<file path="config.mk">
export PLATFORM = sky130hd
export DESIGN_NAME = dscr_ctrl_regs
export DESIGN_NICKNAME = d
export VERILOG_FILES = /design/src/common/dscr_pkg.sv /design/src/logic/dscr_serial_rx.sv /design/src/logic/dscr_loop_seq.sv /design/src/logic/dscr_ctrl_regs.sv
export SDC_FILE = /design/constraint.sdc
export NUM_CORES = 1
export LEC_CHECK = 0
export ABC_CLOCK_PERIOD_IN_PS = 1870
export BUFFER_PORTS_ARGS = -buffer_cell sky130_fd_sc_hd__buf_2
export CORE_AREA = 2 2 218 156
export CTS_CLUSTER_SIZE = 28
export DETAILED_ROUTE_END_ITERATION = 7
export DIE_AREA = 0 0 220 158
export GPL_TIMING_DRIVEN = 0
export REMOVE_ABC_BUFFERS = 1
export SYNTH_ARGS = -nofsm -noshare
export SYNTH_HDL_FRONTEND = slang
export SYNTH_SLANG_ARGS = --single-unit
</file>
<file path="constraint.sdc">
create_clock -name core_clk_i -period 1.87 [get_ports core_clk_i]
set_clock_uncertainty 0.05 [all_clocks]
set_input_delay 0.187 -clock core_clk_i [delete_from_list [all_inputs] [get_ports core_clk_i]]
set_output_delay 0.187 -clock core_clk_i [all_outputs]
set_load 0.02 [all_outputs]
</file>
<file path="src/common/dscr_pkg.sv">
// Constants and types shared by the dual synthesizer control block
package dscr_pkg;
   // Access lengths in serial clock cycles
   localparam int unsigned CTRL_BITS = 8;
   localparam int unsigned REF_BITS = 16;
   localparam int unsigned LOOP_BITS = 24;
   localparam int unsigned SHIFT_W = 24;
   localparam logic [4:0] CNT_CTRL = 5'h08;
   localparam logic [4:0] CNT_REF = 5'h10;
   localparam logic [4:0] CNT_LOOP = 5'h18;
   localparam logic [4:0] CNT_MAX = 5'h1F;
   // Control byte fields
   localparam int unsigned C_STEER = 7;
   localparam int unsigned C_STBY = 6;
   localparam int unsigned C_I2 = 5;
   localparam int unsigned C_I1 = 4;
   localparam int unsigned C_TYPE = 2;
   localparam int unsigned C_PORT = 1;
   localparam int unsigned C_POL = 0;
   // Control reset: both current bits high, type, polarity low, port released
   localparam logic [7:0] CTRL_RST = 8'h32;
   // Reference register fields
   localparam int unsigned R_MODE_LSB = 13;
   localparam int unsigned RATIO_W = 13;
   localparam int unsigned LOOP_W = 24;
   // Mode code giving input divided by eight (arbitrary encoding)
   localparam logic [2:0] MODE_DIV8 = 3'h4;
   localparam logic [2:0] MODE_STATIC_LOW = 3'h0;
   localparam logic [12:0] RATIO_RST = 13'h0001;
   typedef enum logic [1:0] {DSCR_RUN, DSCR_STBY, DSCR_ARM} dscr_loop_state_t;
endpackage : dscr_pkg

</file>
<file path="src/logic/dscr_serial_rx.sv">
// Serial receiver: shifts bits, counts clocks, commits at end of access
`timescale 1ns/1ps
module dscr_serial_rx (
   input wire logic core_clk_i,
   input wire logic rstn_i,
   input wire logic sclk_i,
   input wire logic sdin_i,
   input wire logic enb_n_i,
   output logic done_o,
   output logic [4:0] count_o,
   output logic [dscr_pkg::SHIFT_W-1:0] data_o
);
   import dscr_pkg::*;
   typedef struct packed {
      logic [2:0] sclk_s;
      logic [1:0] sd_s;
      logic [1:0] en_s;
      logic en_d;
      logic [4:0] cnt;
      logic [SHIFT_W-1:0] sh;
      logic done;
      logic [4:0] cnt_out;
      logic [SHIFT_W-1:0] dat_out;
   } dscr_rx_t;
   dscr_rx_t st_r, st_nxt;
   // Pins pass two flops; edges read only the synchronised stages
   always_comb begin
      st_nxt = st_r;
      st_nxt.sclk_s = {st_r.sclk_s[1:0], sclk_i};
      st_nxt.sd_s = {st_r.sd_s[0], sdin_i};
      st_nxt.en_s = {st_r.en_s[0], enb_n_i};
      st_nxt.en_d = st_r.en_s[1];
      st_nxt.done = 1'b0;
      if (st_r.en_s[1]) begin
         st_nxt.cnt = '0;
      end else if (st_r.sclk_s[1] && !st_r.sclk_s[2]) begin
         st_nxt.sh = {st_r.sh[SHIFT_W-2:0], st_r.sd_s[1]};
         if (st_r.cnt != CNT_MAX) st_nxt.cnt = st_r.cnt + 5'h01;
      end
      // Commit only on rising enable, never mid transfer
      if (st_r.en_s[1] && !st_r.en_d) begin
         st_nxt.done = 1'b1;
         st_nxt.cnt_out = st_r.cnt;
         st_nxt.dat_out = st_r.sh;
      end
   end
   always_ff @(posedge core_clk_i or negedge rstn_i) begin
      if (!rstn_i) begin
         st_r <= '{sclk_s: '0, sd_s: '0, en_s: 2'h3, en_d: 1'b1, cnt: '0, sh: '0,
                   done: 1'b0, cnt_out: '0, dat_out: '0};
      end else begin
         st_r <= st_nxt;
      end
   end
   assign done_o = st_r.done;
   assign count_o = st_r.cnt_out;
   assign data_o = st_r.dat_out;
endmodule : dscr_serial_rx

</file>
<file path="src/logic/dscr_loop_seq.sv">
// Per loop standby sequencer and reference counter ratio swap
`timescale 1ns/1ps
module dscr_loop_seq (
   input wire logic core_clk_i,
   input wire logic rstn_i,
   input wire logic stby_i,
   input wire logic ref_pulse_i,
   input wire logic load_rs_i,
   input wire logic [dscr_pkg::RATIO_W-1:0] ratio_buf_i,
   output logic counters_en_o,
   output logic jam_load_o,
   output logic det_en_o,
   output logic [dscr_pkg::RATIO_W-1:0] ratio_act_o
);
   import dscr_pkg::*;
   typedef struct packed {
      dscr_loop_state_t fsm;
      logic jam;
      logic pend;
      logic [RATIO_W-1:0] rs;
      logic [RATIO_W-1:0] act;
   } dscr_seq_t;
   dscr_seq_t st_r, st_nxt;
   // Standby entry, two step exit, ratio swap at cycle end
   always_comb begin
      st_nxt = st_r;
      st_nxt.jam = 1'b0;
      case (st_r.fsm)
         DSCR_RUN: if (stby_i) st_nxt.fsm = DSCR_STBY;
         DSCR_STBY: if (!stby_i) st_nxt.fsm = DSCR_ARM;
         DSCR_ARM: begin
            if (stby_i) begin
               st_nxt.fsm = DSCR_STBY;
            end else if (ref_pulse_i) begin
               st_nxt.fsm = DSCR_RUN;
               st_nxt.jam = 1'b1;
            end
         end
         default: st_nxt.fsm = DSCR_STBY;
      endcase
      if (load_rs_i) begin
         st_nxt.rs = ratio_buf_i;
         st_nxt.pend = 1'b1;
      end
      // New ratio only after the present count ends
      if (st_r.pend && ref_pulse_i && !load_rs_i) begin
         st_nxt.act = st_r.rs;
         st_nxt.pend = 1'b0;
      end
   end
   always_ff @(posedge core_clk_i or negedge rstn_i) begin
      if (!rstn_i) begin
         st_r <= '{fsm: DSCR_RUN, jam: 1'b0, pend: 1'b0, rs: RATIO_RST, act: RATIO_RST};
      end else begin
         st_r <= st_nxt;
      end
   end
   assign counters_en_o = (st_r.fsm != DSCR_STBY);
   assign det_en_o = (st_r.fsm == DSCR_RUN);
   assign jam_load_o = st_r.jam;
   assign ratio_act_o = st_r.act;
   a_arm_no_det: assert property (@(posedge core_clk_i) disable iff (!rstn_i)
      (st_r.fsm == DSCR_ARM) |-> !det_en_o && counters_en_o) else $error("detector on early");
   a_jam_on_pulse: assert property (@(posedge core_clk_i) disable iff (!rstn_i)
      (st_r.fsm == DSCR_ARM && !stby_i && ref_pulse_i) |=> jam_load_o && det_en_o)
      else $error("jam load missed");
   a_stby_stops: assert property (@(posedge core_clk_i) disable iff (!rstn_i)
      stby_i |=> !counters_en_o) else $error("counters run in standby");
   a_ratio_hold: assert property (@(posedge core_clk_i) disable iff (!rstn_i)
      !ref_pulse_i |=> $stable(ratio_act_o)) else $error("ratio changed mid count");
endmodule : dscr_loop_seq

</file>
<file path="src/logic/dscr_ctrl_regs.sv">
// Dual synthesizer control registers: serial decode, standby, outputs
//
// Behaviour
// - Control byte top bit low steers to main, high to second register.
// - Main standby idles both loops; second standby idles second loop only.
// - Standby floats charge output, stops counters, current and prescaler.
// - Standby forces double-ended outputs high and lock detect low.
// - Standby keeps every register and still accepts serial writes.
// - Static-low reference with main standby disconnects feedback, inhibits input.
// - Second-loop standby leaves the reference oscillator untouched.
// - Exit step one enables counters and, for source/sink type only, current; detectors still blocked.
// - Next reference pulse jam loads counters, then detectors receive pulses.
// - Two current level bits; both high is maximum; reset sets both.
// - Detector type high double-ended, low source/sink; reset clears it.
// - Main port bit drives port output; high releases, low pulls low.
// - Polarity bit inverts source/sink sense and swaps double outputs.
// - Eight clocks write only the steered control register.
// - Sixteen clocks: top three mode bits, low thirteen divide ratio.
// - After reset reference output is input divided by eight.
// - Reference write applies mode now, ratio to first buffer only.
// - Later loop write copies buffered ratio; swap at count end.
// - Twenty-four clocks write a loop divide register.
`timescale 1ns/1ps
module dscr_ctrl_regs (
   input wire logic core_clk_i,
   input wire logic rstn_i,
   input wire logic sclk_i,
   input wire logic sdin_i,
   input wire logic enb_n_i,
   input wire logic ref_pulse_main_i,
   input wire logic ref_pulse_sec_i,
   input wire logic fb_pulse_main_i,
   input wire logic fb_pulse_sec_i,
   input wire logic port_select_i,
   output logic [1:0] stby_o,
   output logic [1:0] counters_en_o,
   output logic [1:0] jam_load_o,
   output logic [1:0] rset_current_en_o,
   output logic [1:0] prescaler_low_power_o,
   output logic [1:0] charge_float_o,
   output logic [1:0] charge_source_o,
   output logic [1:0] charge_sink_o,
   output logic [3:0] current_level_o,
   output logic [1:0] detector_type_select_o,
   output logic [1:0] detector_invert_bit_o,
   output logic [1:0] phase_ref_n_o,
   output logic [1:0] phase_fb_n_o,
   output logic [1:0] lock_detect_output_o,
   output logic [1:0] lock_detect_oe_o,
   output logic port_out_o,
   output logic port_oe_o,
   output logic [2:0] ref_osc_mode_o,
   output logic osc_feedback_off_o,
   output logic reference_input_inhibit_o,
   output logic [dscr_pkg::RATIO_W-1:0] ratio_buf_o,
   output logic [dscr_pkg::RATIO_W-1:0] ratio_main_o,
   output logic [dscr_pkg::RATIO_W-1:0] ratio_sec_o,
   output logic [dscr_pkg::LOOP_W-1:0] loop_main_o,
   output logic [dscr_pkg::LOOP_W-1:0] loop_sec_o
);
   import dscr_pkg::*;

   typedef struct packed {
      logic [7:0] ctl_main;
      logic [7:0] ctl_sec;
      logic [2:0] mode;
      logic [RATIO_W-1:0] rbuf;
      logic [LOOP_W-1:0] loop_main;
      logic [LOOP_W-1:0] loop_sec;
      logic [1:0] load_rs;
      logic [1:0] ref_s1;
      logic [1:0] ref_s2;
      logic [1:0] ref_d;
      logic [1:0] fb_s1;
      logic [1:0] fb_s2;
      logic [1:0] fb_d;
   } dscr_regs_t;

   dscr_regs_t st_r, st_nxt;
   logic rx_done;
   logic [4:0] rx_count;
   logic [SHIFT_W-1:0] rx_data;
   logic [1:0] loop_stby;
   logic [1:0] ref_pulse;
   logic [1:0] fb_pulse;
   logic [1:0] det_en;
   logic [1:0] det_live;
   logic [1:0] ctr_en;
   logic [1:0] det_type;
   logic [1:0] detector_invert_bit;

   // Pulse edge of a synchronised pulse input
   function automatic logic [1:0] rise2(input logic [1:0] now, input logic [1:0] prev);
      rise2 = now & ~prev;
   endfunction : rise2

   dscr_serial_rx u_rx (
      .core_clk_i(core_clk_i),
      .rstn_i(rstn_i),
      .sclk_i(sclk_i),
      .sdin_i(sdin_i),
      .enb_n_i(enb_n_i),
      .done_o(rx_done),
      .count_o(rx_count),
      .data_o(rx_data)
   );

   // Register commit by access length; anything else is dropped
   always_comb begin
      st_nxt = st_r;
      st_nxt.load_rs = 2'b00;
      st_nxt.ref_s1 = {ref_pulse_sec_i, ref_pulse_main_i};
      st_nxt.ref_s2 = st_r.ref_s1;
      st_nxt.ref_d = st_r.ref_s2;
      st_nxt.fb_s1 = {fb_pulse_sec_i, fb_pulse_main_i};
      st_nxt.fb_s2 = st_r.fb_s1;
      st_nxt.fb_d = st_r.fb_s2;
      if (rx_done) begin
         case (rx_count)
            CNT_CTRL: begin
               if (rx_data[C_STEER]) begin
                  st_nxt.ctl_sec = rx_data[7:0];
               end else begin
                  st_nxt.ctl_main = rx_data[7:0];
               end
            end
            CNT_REF: begin
               st_nxt.mode = rx_data[REF_BITS-1:R_MODE_LSB];
               st_nxt.rbuf = rx_data[RATIO_W-1:0];
            end
            CNT_LOOP: begin
               // Register picked by the steer bit of the 24-bit word
               if (rx_data[LOOP_BITS-1]) begin
                  st_nxt.loop_sec = rx_data;
                  st_nxt.load_rs[1] = 1'b1;
               end else begin
                  st_nxt.loop_main = rx_data;
                  st_nxt.load_rs[0] = 1'b1;
               end
            end
            default: st_nxt.load_rs = 2'b00;
         endcase
      end
   end

   // Registers are never cleared by standby, only by reset
   always_ff @(posedge core_clk_i or negedge rstn_i) begin
      if (!rstn_i) begin
         st_r <= '{ctl_main: CTRL_RST, ctl_sec: CTRL_RST, mode: MODE_DIV8, rbuf: RATIO_RST,
                   loop_main: '0, loop_sec: '0, load_rs: '0, ref_s1: '0, ref_s2: '0,
                   ref_d: '0, fb_s1: '0, fb_s2: '0, fb_d: '0};
      end else begin
         st_r <= st_nxt;
      end
   end

   // Main standby covers both loops, second only its own
   assign loop_stby[0] = st_r.ctl_main[C_STBY];
   assign loop_stby[1] = st_r.ctl_main[C_STBY] | st_r.ctl_sec[C_STBY];
   assign ref_pulse = rise2(st_r.ref_s2, st_r.ref_d);
   assign fb_pulse = rise2(st_r.fb_s2, st_r.fb_d);
   assign det_type = {st_r.ctl_sec[C_TYPE], st_r.ctl_main[C_TYPE]};
   assign detector_invert_bit = {st_r.ctl_sec[C_POL], st_r.ctl_main[C_POL]};

   // One sequencer per loop
   dscr_loop_seq u_seq_main (
      .core_clk_i(core_clk_i),
      .rstn_i(rstn_i),
      .stby_i(loop_stby[0]),
      .ref_pulse_i(ref_pulse[0]),
      .load_rs_i(st_r.load_rs[0]),
      .ratio_buf_i(st_r.rbuf),
      .counters_en_o(ctr_en[0]),
      .jam_load_o(jam_load_o[0]),
      .det_en_o(det_en[0]),
      .ratio_act_o(ratio_main_o)
   );
   dscr_loop_seq u_seq_sec (
      .core_clk_i(core_clk_i),
      .rstn_i(rstn_i),
      .stby_i(loop_stby[1]),
      .ref_pulse_i(ref_pulse[1]),
      .load_rs_i(st_r.load_rs[1]),
      .ratio_buf_i(st_r.rbuf),
      .counters_en_o(ctr_en[1]),
      .jam_load_o(jam_load_o[1]),
      .det_en_o(det_en[1]),
      .ratio_act_o(ratio_sec_o)
   );

   // Standby effects on the analog controls
   assign stby_o = loop_stby;
   assign counters_en_o = ctr_en & ~loop_stby;
   assign rset_current_en_o = ctr_en & ~loop_stby & ~det_type;
   // Standby gates the detectors at once, not a cycle later via the sequencer
   assign det_live = det_en & ~loop_stby;
   assign prescaler_low_power_o = ~det_live;
   assign charge_float_o = ~det_live | det_type;
   assign current_level_o = {st_r.ctl_sec[C_I2:C_I1], st_r.ctl_main[C_I2:C_I1]};
   assign detector_type_select_o = det_type;
   assign detector_invert_bit_o = detector_invert_bit;

   // Detector stand-in: pulses steer source or sink, polarity flips sense
   always_comb begin
      for (int i = 0; i < 2; i++) begin
         charge_source_o[i] = det_live[i] & ~det_type[i] & (detector_invert_bit[i] ? fb_pulse[i] : ref_pulse[i]);
         charge_sink_o[i] = det_live[i] & ~det_type[i] & (detector_invert_bit[i] ? ref_pulse[i] : fb_pulse[i]);
         // Rest level high; polarity swaps the pair
         phase_ref_n_o[i] = ~(det_live[i] & det_type[i] & (detector_invert_bit[i] ? fb_pulse[i] : ref_pulse[i]));
         phase_fb_n_o[i] = ~(det_live[i] & det_type[i] & (detector_invert_bit[i] ? ref_pulse[i] : fb_pulse[i]));
         // Lock detect is open drain: low in standby, else AND of the pair
         lock_detect_output_o[i] = 1'b0;
         lock_detect_oe_o[i] = loop_stby[i] | ~(phase_ref_n_o[i] & phase_fb_n_o[i]);
      end
   end

   // Port bit from main register only; standby has no say
   assign port_out_o = 1'b0;
   assign port_oe_o = port_select_i & ~st_r.ctl_main[C_PORT];

   // Reference block: mode straight from register; only main standby shuts input
   assign ref_osc_mode_o = st_r.mode;
   assign osc_feedback_off_o = st_r.ctl_main[C_STBY] && (st_r.mode == MODE_STATIC_LOW);
   assign reference_input_inhibit_o = osc_feedback_off_o;
   assign ratio_buf_o = st_r.rbuf;
   assign loop_main_o = st_r.loop_main;
   assign loop_sec_o = st_r.loop_sec;

   a_steer_main: assert property (@(posedge core_clk_i) disable iff (!rstn_i)
      rx_done && rx_count == CNT_CTRL && !rx_data[C_STEER] |=> st_r.ctl_main == $past(rx_data[7:0])
      && $stable(st_r.ctl_sec)) else $error("control byte misrouted");
   a_main_stby_both: assert property (@(posedge core_clk_i) disable iff (!rstn_i)
      st_r.ctl_main[C_STBY] |-> loop_stby == 2'b11) else $error("main standby incomplete");
   a_stby_det_high: assert property (@(posedge core_clk_i) disable iff (!rstn_i)
      loop_stby[1] |-> phase_ref_n_o[1] && phase_fb_n_o[1] && lock_detect_oe_o[1])
      else $error("standby outputs wrong");
   a_ref_keep_ratio: assert property (@(posedge core_clk_i) disable iff (!rstn_i)
      rx_done && rx_count == CNT_REF |=> ##1 $stable(ratio_main_o) && $stable(ratio_sec_o))
      else $error("active ratio changed by reference write");
   a_ref_mode_now: assert property (@(posedge core_clk_i) disable iff (!rstn_i)
      rx_done && rx_count == CNT_REF |=> ref_osc_mode_o == $past(rx_data[15:13]))
      else $error("mode not applied");
   a_sec_no_osc: assert property (@(posedge core_clk_i) disable iff (!rstn_i)
      !st_r.ctl_main[C_STBY] |-> !reference_input_inhibit_o) else $error("osc hit by standby");
   a_port_ignores: assert property (@(posedge core_clk_i) disable iff (!rstn_i)
      port_select_i |-> port_oe_o == !st_r.ctl_main[C_PORT]) else $error("port bit wrong");
   a_odd_dropped: assert property (@(posedge core_clk_i) disable iff (!rstn_i)
      rx_done && rx_count != CNT_CTRL && rx_count != CNT_REF && rx_count != CNT_LOOP
      |=> $stable(st_r.ctl_main) && $stable(st_r.mode)) else $error("odd access stored");
endmodule : dscr_ctrl_regs

</file>
==> run_results.csv <==
group,metric,value,unit
detailed_routing,firstDrtPassIters,4,
clock_network,tritoncts,"yes",
setup_path,r2r_slack,0.02,ns
yosys,postSynthRegisterBits,215,
place,globalplace.congestion,0.6974,
global_routing,grt_start_max_net_pins,83,
die,die_x,220,um
yosys,ys_seq_area_frac,0.5976,
die,io-pin-count,136,
final_layout,fin_cells,1124,
timing,worst_pin_slew,0.5477,ns
die,initial_core_util,0.2755,
timing,drv_slew,0,
global_routing,grt_use_total,0.1088,
die,fp.coreArea,0.03279,sq mm
power_and_ir_drop,p_leak,5.632,nW
min_path,hold_class,"in2async",
outcome,status,"complete, but fails checks",
clock_network,cts_inserted_buffers,24,
yosys,synth_common_cells,"dfrtp_1, mux2_2, buf_4, mux2_4, nor2_1",
timing,hold_viol_final,0,
timing,finalSetupViolations,15,
setup_path,cp_slowest_cell,"dfrtp_2",
yosys,async_flop_share,1.000,
yosys,synth.most_common_cell,"dfrtp_1",
setup_path,cp-start-kind,"flop",
clock_network,clkSinkCount,215,
detailed_routing,drt_iter0_markers,175,
global_routing,first_global_vias,4688,
yosys,yosys.area.top_type,"dfrtp_1",
setup_path,cp_max_fo,3,
yosys,synthesis.area,0.009032,sq mm
die,fp.dieH,158,um
setup_path,path_class,"reg2out",
clock_network,clockRootBuffer,"clkbuf_16",
final_layout,fillCellCount,3230,
timing,max_freq,506.9,MHz
detailed_routing,dr.max_layer_used,"met4",
global_routing,antenna_found_initial,1,
yosys,yosys-top-cells-area,"dfrtp_1, mux2_2, buf_4, mux2_4, dfstp_2",
clock_network,clk_latency,0.52,ns
timing,finalSetupTns,-0.9059,ns
power_and_ir_drop,power.density,964.5,mW/mm^2
setup_path,critPathBufInv,2,
timing,worst_slack,-0.1027,ns
detailed_routing,wl_met3,921,um
yosys,ys_warn_count,0,
yosys,synth_top_area_frac,0.5569,
detailed_routing,vias,4705,
timing,slew-limit-headroom,0.6297,
detailed_routing,drt-vias-per-instance,4.186,
detailed_routing,drt-met1-wl,9667,um
setup_path,required,1.63,ns
setup_path,path_cells,"nor4_4, nand2b_1, buf_4, buf_6",
yosys,synth_enable_flop_cells,0,
yosys,synthFlopType,"dfrtp_1",
setup_path,crit_family,"simple AND/OR/NAND/NOR gates",
setup_path,slowest_delay,0.42,ns
yosys,yosysUniqueCellTypes,39,
place,io_buffers,131,
place,placed_cells,1051,
detailed_routing,antenna_left,0,
job,drv_cap,0,
clock_network,cts_buffer_depth,3,
place,pre_cts_ws,-0.4719,ns
setup_path,arrival,1.74,ns
power_and_ir_drop,vdd_drop_max,0.0005072,V
place,dpl.hpwl,11780,um
timing,rsz0062_at_grt,"true",
clock_network,path_clk_slew,0.06,ns
final_layout,drive_gt1_frac,0.6081,
yosys,synthCells,601,
setup_path,endpoint_kind,"primary output",
global_routing,grt_pass1_wl,28500,um
detailed_routing,met2_length,8102,um
yosys,postSynthAreaPerCell,15.03,sq um
timing,post-route-period-util,1.055,
timing,period_minus_slack,1.973,ns
final_layout,final_core_utilization,0.3276,
detailed_routing,detail_route.wl_per_cell,17.04,um
detailed_routing,wl,19150,um
final_layout,n_antenna_cell,0,
final_layout,areaGrowthSynthToFinish,18.94,%
detailed_routing,drc,0,
clock_network,htreeDepth,1,
final_layout,nets,683,
die,rows,56,
outcome,violations,"setup timing",
global_routing,overflow,0,
die,dieArea,0.03476,sq mm
## what timing repair did
action,CTS,global route
setup buffers,10,10
resized for setup,40,17
hold buffers,8,0
hold endpoints to repair,101,0
setup endpoints to repair,96,50
pin swaps,9,7
gates cloned,1,1
## layout by cell type, fill, tap and decap left out, types with 5 or more instances in the layout
cell type	netlist	layout
buf_6	1	14
mux2_2	151	151
dlygate4sd3_1	0	8
buf_4	110	19
clkbuf_8	0	7
buf_2	8	114
dfstp_2	14	14
mux2_4	28	28
nand3b_1	5	5
dfrtp_1	201	197
clkbuf_16	0	25
nor2_1	15	13
nor2b_1	9	8
## kinds of logic (layout without fill, tap and decap cells)
| kind of cell | after synthesis | in the layout | synth area share |
|---|---|---|---|
| other cells | 1 | 4 | 0.0004152 |
| buf+inv | 129 | 212 | 0.1061 |
| compound gates | 7 | 7 | 0.005403 |
| xor+xnor | 2 | 2 | 0.001940 |
| mux | 185 | 185 | 0.2417 |
| flops | 215 | 215 | 0.5976 |
| fa+ha+maj | 2 | 2 | 0.002770 |
| simple gates | 60 | 62 | 0.04405 |
## final timing paths
kind                                      to            start  depth (start not counted)
min in group core_clk_i      u_rx.st_nxt[65]           sclk_i                          2
max in group asynchronous           st_r[13]           rstn_i                          4
min reg2reg                        st_nxt[0]        st_nxt[2]                          0
max                        charge_float_o[1]         st_r[84]                          4
min                                  st_r[0]           rstn_i                          2
max reg2reg                    loop_sec_o[3]  u_rx.count_o[2]                          3
## cell type report
type / instances / area (sq um) / share of cell area
inverters: 4 / 15.01 / 0.001398
clock buffers: 35 / 733.2 / 0.06825
well taps: 435 / 544.3 / 0.05066
repair buffers: 164 / 1134 / 0.1055
flip-flops and latches: 215 / 5405 / 0.5031
clock inverters: 9 / 86.33 / 0.008036
multi-input cells: 262 / 2825 / 0.2630
## power by group
group          internal [mW]  switching (mW)
sequential              4.85           0.274
clock                   2.87            1.95
combinational          0.228           0.196
## state kept, by name, indices dropped and copies added, names as in the netlist, 3 cells and up
signal	flops
u_rx.st_r	32
loop_sec_o	24
u_rx.data_o	24
loop_main_o	23
u_seq_main.st_r	16
u_seq_sec.st_r	16
ratio_buf_o	13
u_seq_main.ratio_act_o	13
u_seq_sec.ratio_act_o	13
st_nxt	8
st_r	8
u_rx.count_o	5
u_rx.st_nxt	5
current_level_o	4
ref_osc_mode_o	3
## stage by stage
stage	area, sq um	hold slack, ns	total power [mW]
detailed placement	9464	0.1063	5.622
CTS	10610	0.1236	10.63
floorplan	8100	-0.1586	5.292
global route	10740	0.1576	10.87
finish	10740	0.1410	10.36
global placement	9300	0.2484	5.584
## metal layers
layer  vias to the layer above  global-route usage
li1                       2096                   -
met1                      2451              0.1565
met2                       123              0.1613
met3                        35             0.02805
met4                         0             0.02908
met5                         -                   0
(Power assumes the default switching activity.)
